--- src/hw/cpu_timer_pkg.sv ---
// constants shared by the periodic down timer and its bench
// assumes a 32-bit avalon-mm host that uses byte addresses
//
// What this block does
// - 32-bit down-counter loads from period register
// - counter decrements once per tick_prescale+1 enabled timer ticks
// - a decrement at zero reloads the period and gives a one-cycle pulse on timer_pulse_out
// - programmable prescaler sets input clocks per decrement
// - tick source chosen by software among five
// - readable overflow flag and software reload request
package cpu_timer_pkg;

    // ------------------------------------------------------------
    // register byte offsets
    // ------------------------------------------------------------
    localparam logic [4:0] OFS_CTRL     = 5'h00; // timer_control_reg
    localparam logic [4:0] OFS_PERIOD   = 5'h04; // period value
    localparam logic [4:0] OFS_PRESCALE = 5'h08; // tick_prescale
    localparam logic [4:0] OFS_COUNT    = 5'h0c; // live count, read only
    localparam logic [4:0] OFS_STATUS   = 5'h10; // sticky events, w1c
    localparam logic [4:0] OFS_MASK     = 5'h14; // interrupt mask

    // ------------------------------------------------------------
    // control field positions
    // ------------------------------------------------------------
    localparam int CTRL_RUN_BIT    = 0;  // 1 lets the counter run
    localparam int CTRL_RELOAD_BIT = 1;  // reload_request, self clearing
    localparam int CTRL_SRC_LO     = 4;  // clock source select [6:4]
    localparam int CTRL_SRC_HI     = 6;
    localparam int STAT_OVF_BIT    = 0;  // overflow flag

    // ------------------------------------------------------------
    // tick source codes
    // ------------------------------------------------------------
    localparam logic [2:0] SRC_SYSTEM  = 3'h0; // system_clock
    localparam logic [2:0] SRC_OSC_ONE = 3'h1; // internal_osc_one
    localparam logic [2:0] SRC_OSC_TWO = 3'h2; // internal_osc_two
    localparam logic [2:0] SRC_CRYSTAL = 3'h3; // crystal_clock
    localparam logic [2:0] SRC_AUX_PLL = 3'h4; // auxiliary_pll_clock
    localparam int         NUM_EXT_SRC = 4;    // sources sampled on pins

    // ------------------------------------------------------------
    // reset values
    // ------------------------------------------------------------
    localparam logic [31:0] RST_PERIOD   = 32'hffff_ffff;
    localparam logic [15:0] RST_PRESCALE = 16'h0000;
    localparam logic [31:0] RST_COUNT    = 32'hffff_ffff;
    localparam logic [2:0]  RST_SRC      = 3'h0;

endpackage

--- src/hw/cpu_periodic_down_timer.sv ---
// periodic 32-bit down timer with prescaler and tick source select
// assumes one 100 mhz clock, async reset, avalon-mm master with
// waitrequest, and free-running oscillator pins from other domains
//
// The placing of the registers and the Avalon-MM interface to the registers were decided locally.
`timescale 1ns/100ps
module cpu_periodic_down_timer
    import cpu_timer_pkg::*;
(
    // clock and reset
    input  wire logic        sys_clk_in,
    input  wire logic        rst_in,
    // avalon-mm slave
    input  wire logic [4:0]  address_in,
    input  wire logic        read_in,
    input  wire logic        write_in,
    input  wire logic [31:0] writedata_in,
    input  wire logic [3:0]  byteenable_in,
    output logic      [31:0] readdata_out,
    output logic             waitrequest_out,
    // tick source pins, asynchronous to sys_clk_in
    input  wire logic        internal_osc_one_in,
    input  wire logic        internal_osc_two_in,
    input  wire logic        crystal_clock_in,
    input  wire logic        auxiliary_pll_clock_in,
    // timer outputs
    output logic             timer_pulse_out,
    output logic             irq_out
);

    // ------------------------------------------------------------
    // state
    // ------------------------------------------------------------
    typedef struct packed {
        logic                   wait_r;    // waitrequest level
        logic [31:0]            rdata_r;   // read data to master
        logic                   run_r;     // counter enabled
        logic [2:0]             src_r;     // tick source select
        logic [31:0]            period_r;  // period value
        logic [15:0]            pscset_r;  // tick_prescale setting
        logic [31:0]            count_r;   // main down-counter
        logic [15:0]            psc_r;     // prescale down-counter
        logic                   ovf_r;     // sticky overflow flag
        logic                   mask_r;    // overflow interrupt mask
        logic                   irq_r;     // registered interrupt
        logic                   pulse_r;   // one-cycle zero pulse
        logic [NUM_EXT_SRC-1:0] sync1_r;   // first synchroniser stage
        logic [NUM_EXT_SRC-1:0] sync2_r;   // second stage
        logic [NUM_EXT_SRC-1:0] sync3_r;   // edge history
    } state_t;

    state_t st_r;   // registered state
    state_t st_nxt; // next state

    logic             req;      // a bus request is present
    logic             wr_go;    // write takes effect this edge
    logic             tick_go;  // selected source edge seen
    logic             dec_go;   // main counter steps this edge
    logic             rel_go;   // software reload accepted
    logic [NUM_EXT_SRC-1:0] src_pins; // raw oscillator pins

    assign src_pins = {auxiliary_pll_clock_in, crystal_clock_in,
                       internal_osc_two_in, internal_osc_one_in};

    // merge write data into an old word under the byte enables
    function automatic logic [31:0] merge_be(input logic [31:0] old_v,
                                             input logic [31:0] new_v,
                                             input logic [3:0]  be);
        logic [31:0] res;
        res = old_v;
        for (int i = 0; i < 4; i++) begin
            if (be[i]) begin
                res[i*8 +: 8] = new_v[i*8 +: 8];
            end
        end
        return res;
    endfunction

    // ------------------------------------------------------------
    // next state
    // ------------------------------------------------------------
    always_comb begin
        logic [31:0] wdat;   // merged write word
        wdat   = 32'h0000_0000;
        st_nxt = st_r;
        req    = read_in | write_in;
        // the write lands on the edge where waitrequest is seen low
        wr_go  = write_in & ~st_r.wait_r;
        rel_go = 1'b0;

        // synchronisers: stage one feeds stage two only
        st_nxt.sync1_r = src_pins;
        st_nxt.sync2_r = st_r.sync1_r;
        st_nxt.sync3_r = st_r.sync2_r;

        // tick source; undefined codes stop the timer
        case (st_r.src_r)
            SRC_SYSTEM:  tick_go = 1'b1;
            SRC_OSC_ONE: tick_go = st_r.sync2_r[0] & ~st_r.sync3_r[0];
            SRC_OSC_TWO: tick_go = st_r.sync2_r[1] & ~st_r.sync3_r[1];
            SRC_CRYSTAL: tick_go = st_r.sync2_r[2] & ~st_r.sync3_r[2];
            SRC_AUX_PLL: tick_go = st_r.sync2_r[3] & ~st_r.sync3_r[3];
            default:     tick_go = 1'b0;
        endcase
        tick_go = tick_go & st_r.run_r;

        // prescaler: pscset+1 ticks make one decrement
        dec_go = tick_go & (st_r.psc_r == 16'h0000);
        if (tick_go) begin
            if (st_r.psc_r == 16'h0000) begin
                st_nxt.psc_r = st_r.pscset_r;
            end else begin
                st_nxt.psc_r = st_r.psc_r - 16'h0001;
            end
        end

        // main counter: step, or wrap on zero with a pulse
        st_nxt.pulse_r = 1'b0;
        if (dec_go) begin
            if (st_r.count_r == 32'h0000_0000) begin
                st_nxt.count_r = st_r.period_r;
                st_nxt.pulse_r = 1'b1;
            end else begin
                st_nxt.count_r = st_r.count_r - 32'h0000_0001;
            end
        end

        // waitrequest drops for exactly one cycle per request
        st_nxt.wait_r = ~(req & st_r.wait_r);

        // read data is captured one edge ahead so it stands stable
        if (read_in & st_r.wait_r) begin
            case (address_in)
                OFS_CTRL: begin
                    st_nxt.rdata_r = 32'h0000_0000;
                    st_nxt.rdata_r[CTRL_RUN_BIT] = st_r.run_r;
                    st_nxt.rdata_r[CTRL_SRC_HI:CTRL_SRC_LO] = st_r.src_r;
                end
                OFS_PERIOD:   st_nxt.rdata_r = st_r.period_r;
                OFS_PRESCALE: st_nxt.rdata_r = {16'h0000, st_r.pscset_r};
                OFS_COUNT:    st_nxt.rdata_r = st_r.count_r;
                OFS_STATUS:   st_nxt.rdata_r = {31'h0, st_r.ovf_r};
                OFS_MASK:     st_nxt.rdata_r = {31'h0, st_r.mask_r};
                default:      st_nxt.rdata_r = 32'h0000_0000; // unmapped
            endcase
        end

        // register writes; unmapped writes are dropped
        if (wr_go) begin
            case (address_in)
                OFS_CTRL: begin
                    wdat = merge_be({25'h0, st_r.src_r, 3'h0, st_r.run_r},
                                    writedata_in, byteenable_in);
                    st_nxt.run_r = wdat[CTRL_RUN_BIT];
                    st_nxt.src_r = wdat[CTRL_SRC_HI:CTRL_SRC_LO];
                    rel_go       = wdat[CTRL_RELOAD_BIT];
                end
                OFS_PERIOD: begin
                    st_nxt.period_r = merge_be(st_r.period_r, writedata_in,
                                               byteenable_in);
                end
                OFS_PRESCALE: begin
                    wdat = merge_be({16'h0000, st_r.pscset_r}, writedata_in,
                                    byteenable_in);
                    st_nxt.pscset_r = wdat[15:0];
                end
                OFS_MASK: begin
                    if (byteenable_in[0]) begin
                        st_nxt.mask_r = writedata_in[STAT_OVF_BIT];
                    end
                end
                default: begin
                    wdat = 32'h0000_0000; // status handled below
                end
            endcase
        end

        // reload request beats a same-edge step or wrap of count and prescaler; a same-edge wrap still pulses and sets the flag
        if (rel_go) begin
            st_nxt.count_r = st_r.period_r;
            st_nxt.psc_r   = st_r.pscset_r;
        end

        // sticky flag: write-one clears, a new event wins
        if (wr_go && address_in == OFS_STATUS && byteenable_in[0] &&
            writedata_in[STAT_OVF_BIT]) begin
            st_nxt.ovf_r = 1'b0;
        end
        if (st_nxt.pulse_r) begin
            st_nxt.ovf_r = 1'b1;
        end

        // level interrupt while an unmasked flag stands
        st_nxt.irq_r = st_nxt.ovf_r & st_nxt.mask_r;
    end

    // ------------------------------------------------------------
    // state register
    // ------------------------------------------------------------
    always_ff @(posedge sys_clk_in or posedge rst_in) begin
        if (rst_in) begin
            st_r          <= '0;
            st_r.wait_r   <= 1'b1;
            st_r.src_r    <= RST_SRC;
            st_r.period_r <= RST_PERIOD;
            st_r.pscset_r <= RST_PRESCALE;
            st_r.count_r  <= RST_COUNT;
            st_r.psc_r    <= RST_PRESCALE;
        end else begin
            st_r <= st_nxt;
        end
    end

    assign readdata_out    = st_r.rdata_r;
    assign waitrequest_out = st_r.wait_r;
    assign timer_pulse_out = st_r.pulse_r;
    assign irq_out         = st_r.irq_r;

    // ------------------------------------------------------------
    // checks
    // ------------------------------------------------------------
    chk_count_hold: assert property (@(posedge sys_clk_in)
        disable iff (rst_in) !dec_go && !rel_go |=> $stable(st_r.count_r))
        else $error("count moved without a step or reload");

    chk_count_step: assert property (@(posedge sys_clk_in)
        disable iff (rst_in)
        dec_go && !rel_go && st_r.count_r != 32'h0000_0000
        |=> st_r.count_r == $past(st_r.count_r) - 32'h0000_0001)
        else $error("count did not step down by one");

    chk_pulse_single: assert property (@(posedge sys_clk_in)
        disable iff (rst_in)
        timer_pulse_out && st_r.period_r != 32'h0000_0000
        |=> !timer_pulse_out)
        else $error("zero pulse lasted more than one cycle");

    chk_psc_step: assert property (@(posedge sys_clk_in)
        disable iff (rst_in)
        tick_go && !rel_go && st_r.psc_r != 16'h0000
        |=> st_r.psc_r == $past(st_r.psc_r) - 16'h0001 && !timer_pulse_out)
        else $error("prescaler did not step or pulse came early");

    chk_src_stop: assert property (@(posedge sys_clk_in)
        disable iff (rst_in)
        (st_r.src_r > SRC_AUX_PLL || !st_r.run_r) |-> !tick_go)
        else $error("tick seen from a stopped or undefined source");

    chk_reload_req: assert property (@(posedge sys_clk_in)
        disable iff (rst_in)
        rel_go |=> st_r.count_r == $past(st_r.period_r)
                   && st_r.psc_r == $past(st_r.pscset_r))
        else $error("reload request did not load the period");

    chk_wrap_ovf: assert property (@(posedge sys_clk_in)
        disable iff (rst_in)
        dec_go && !rel_go && st_r.count_r == 32'h0000_0000
        |=> st_r.count_r == $past(st_r.period_r) && timer_pulse_out
            && st_r.ovf_r && irq_out == st_r.mask_r)
        else $error("zero did not reload, pulse and set the flag");

    chk_ovf_sticky: assert property (@(posedge sys_clk_in)
        disable iff (rst_in)
        st_r.ovf_r && !(wr_go && address_in == OFS_STATUS)
        |=> st_r.ovf_r)
        else $error("overflow flag fell without a clear");

    chk_bus_wait: assert property (@(posedge sys_clk_in)
        disable iff (rst_in)
        req && waitrequest_out |=> !waitrequest_out ##1 waitrequest_out)
        else $error("waitrequest did not drop for one cycle");

endmodule

--- config.mk ---
export PLATFORM = sky130hd
export DESIGN_NAME = cpu_periodic_down_timer
export DESIGN_NICKNAME = d
export VERILOG_FILES = /design/src/hw/cpu_timer_pkg.sv /design/src/hw/cpu_periodic_down_timer.sv
export SDC_FILE = /design/constraint.sdc
export NUM_CORES = 1
export LEC_CHECK = 0
export BUFFER_PORTS_ARGS = -buffer_cell sky130_fd_sc_hd__buf_2
export CAP_MARGIN = 20
export CORE_ASPECT_RATIO = 1.75
export CORE_UTILIZATION = 35
export CTS_CLUSTER_DIAMETER = 60
export CTS_CLUSTER_SIZE = 16
export DETAILED_ROUTE_END_ITERATION = 12
export GPL_ROUTABILITY_DRIVEN = 0
export HOLD_SLACK_MARGIN = 0.03
export SYNTH_ARGS = -nofsm -noshare
export SYNTH_HDL_FRONTEND = slang
export SYNTH_SLANG_ARGS = --single-unit
--- constraint.sdc ---
create_clock -name sys_clk_in -period 6.12 [get_ports sys_clk_in]
set_clock_uncertainty 0.15 [all_clocks]
set_input_delay 0.306 -clock sys_clk_in [delete_from_list [all_inputs] [get_ports sys_clk_in]]
set_output_delay 0.306 -clock sys_clk_in [all_outputs]
set_load 0.005 [all_outputs]
==> metrics.txt <==
Synth top area share=27.4%; worst hold start=writedata_in[0]; dpl hpwl=15.9 mm; NetSw=0.608 mW; # fillers=2188; Clock Tree Buf Depth=2; M3 GR Usage=2.91%; critical path class=flip-flop to flip-flop; Crit path largest cell delay=0.70 ns; register bit total from synthesis=149; hold buffer count at CTS=38; Syn Inst Count=776; Ports=84; Comb power frac=9.1%; drt drc=0; Min-Delay Endpoint=st_r[115]; Total Wirelength=22.3 mm; static leakage=3.84 nW; origin of the critical flop-to-flop path=st_r[16]; Ant. Diodes=0; delay-heaviest family, CP=simple AND/OR/NAND/NOR gates; final hold viol count=0; busiest layer in global routing=met2; RSZ-0062 raised after global routing=false; Mapped Area=7680 um^2; Slew Viols, Final=0; GRT Total Usage=20.7%; worst hold path depth=2; largest net degree at the start of global routing=96; setup TNS=0 ns; Vias=6284; min cycle time layout=3.57 ns; leading area contributor after synthesis=dfrtp_1; Buffers on Ports=83; outcome=complete, no violations; Worst-path clk slew=0.06 ns; layout cells sized above 1=30.6%; Ys Warns=0; initial antenna violation count=0; Worst Path Buf+Inv=1; CP arrival=3.77 ns; EDFF count, synth=0; Post-CTS Setup Repair Bufs=0; Pint=1.81 mW; area of the multi-input gates=3440 um^2; grt total ovfl=0; PwrDens=264 nW/um^2; sequential area share after synthesis=49.6%; maximum VDD drop=0.184 mV; Initial Util=35.7%; CTS Buf Count=17; Tcrit/Tclk final=58.3%; path category of the worst min-delay check=primary input to flip-flop; sequence of cells on the critical path=inv_1 -> ha_1 -> or3b_4 -> or4_4 -> nor3_1 -> a31o_2 -> o21ai_0 -> a2bb2oi_1; vias in the first global route=6286; async set or reset register ratio after synthesis=100%; Setup crit start kind=flip-flop; M1 GR Usage=21.3%; Max stage delay cell, worst path=a31o_2; H-tree depth=4; clock sink count=149; Reg2Reg Capture Point=st_r[48]; switching share of power=25.1%; antenna-violating nets left=0; total power=2.42 mW; # resized after CTS=0; dominant cells by area after synthesis=dfrtp_1 (27%), dfstp_2 (22%), mux2_2 (7.6%); # nets final=901; Data required, critical path=6.33 ns; R2R setup slack=2.55 ns; first-pass GRT wire length=34.8 mm; most used flip-flop cell after synthesis=dfrtp_1; f_max=0.280 GHz; die area=22600 um^2; Chip Height=198 um; Routed WL per cell=19.3 um; DR pass1 iterations=5; Layout area overhead=19.1%; setup violators final=0; row count=71; Worst R2R Path Depth=8; CTS tree=done; FF+latch area=3810 um^2; routed vias/inst=5.45; syn avg cell area=9.90 um^2; critical path capture point type=flip-flop; synth unique cells=65; Slew Limit Headroom=38.5%; syn nets=828; clk_lat worst skew=0.43 ns; max cap viols=0; critical path fanouts, max=30; Worst Tran Pin Value=0.920 ns; Flop pwr share=45.9%; CORE AREA=21500 um^2; chip width=114 um; Root Driver=clkbuf_16; Clock Power Share=44.9%; Iteration-0 DRC Markers=332; met2 Track Usage GR=38.7%
-- power by group through the flow --
stage	Clock, mW	Combinational, mW	Sequential, mW
finish	1.09	0.221	1.11
global route	1.14	0.243	1.12
CTS	1.10	0.222	1.11
detailed placement	0	0.202	1.13
global placement	0	0.197	1.12
floorplan	0	0.137	1.10
-- per-layer routing --
metal	routed length, um	part of all wire, %	up-vias
met5	0	0	-
met4	1260	5.7	0
met3	820	3.7	61
met2	12400	56	206
met1	7850	35	3071
li1	-	-	2946
-- flip-flops by register name, indices dropped and copies added, names as in the netlist --
| signal | cells |
|---|---|
| waitrequest_out | 1 |
| st_nxt | 8 |
| timer_pulse_out | 1 |
| irq_out | 1 |
| readdata_out | 32 |
| st_r | 106 |
-- kinds of logic after synthesis --
logic type      count (synthesis)  share of synthesized area [%]
compound gates                222                           17.7
xor+xnor                        2                          0.228
fa+ha+maj                       3                          0.489
buf+inv                        89                           6.06
flops                         149                           49.6
mux                            69                           10.2
simple gates                  242                           15.8
-- synth_stat cells (all sizes together) (10+ instances only) --
library cell and instances:
mux2 52, nor2 57, clkbuf 40, nand4 10, dfrtp 84, o21ai 84
dfstp 65, a22oi 19, nand3 15, nor3 31, a21oi 58, buf 37
inv 11, mux2i 15, a31oi 11, or3 14, nand2 62
-- metrics by stage --
stage / worst slack (ns) / utilization [%] / instance area [um^2] / hold slack, ns / std cells
after global routing: 2.33 / 42.6 / 9150 / 0.0711 / 1154
after floorplan: 1.76 / - / 7680 / 0.181 / 776
final: 2.55 / 42.6 / 9150 / 0.0676 / 1154
after CTS: 2.57 / 42.4 / 9130 / 0.0592 / 1153
after detailed placement: 2.33 / 37.9 / 8150 / 0.187 / 1083
after global placement: 2.44 / 37.9 / 8150 / 0.186 / 1083
-- worst max-delay path by stage --
stage                    end  slack, ns  depth (start not counted)     startpoint
floorplan            irq_out       1.76                          1         rst_in
global placement    st_r[53]       2.44                          8  address_in[3]
detailed placement  st_r[53]       2.33                          8  address_in[3]
CTS                 st_r[48]       2.57                          8       st_r[16]
global route        st_r[48]       2.33                          8       st_r[16]
finish              st_r[48]       2.55                          8       st_r[16]
-- final cells by class --
cell class	count	area share, %
sequential	149	41.6
multi-input combinational	538	37.6
timing repair buffer	131	9.73
clock buffer	19	4.84
tap	292	3.99
clock inverter	13	1.70
inverter	12	0.547
-- cell usage in the layout (no fill, tap or decap), types with 10 or more instances in the layout --
cell and count:
a21oi_1 58, a22oi_1 19, buf_2 83, clkbuf_16 17
dfrtp_1 84, dfstp_2 65, dlygate4sd3_1 38, inv_1 10
mux2_2 52, mux2i_1 15, nand2_1 62, nand3_1 15
nand4_1 10, nor2_1 57, nor3_1 30, o21ai_0 84
or3_1 13
Power figures use the tool's default switching activity.
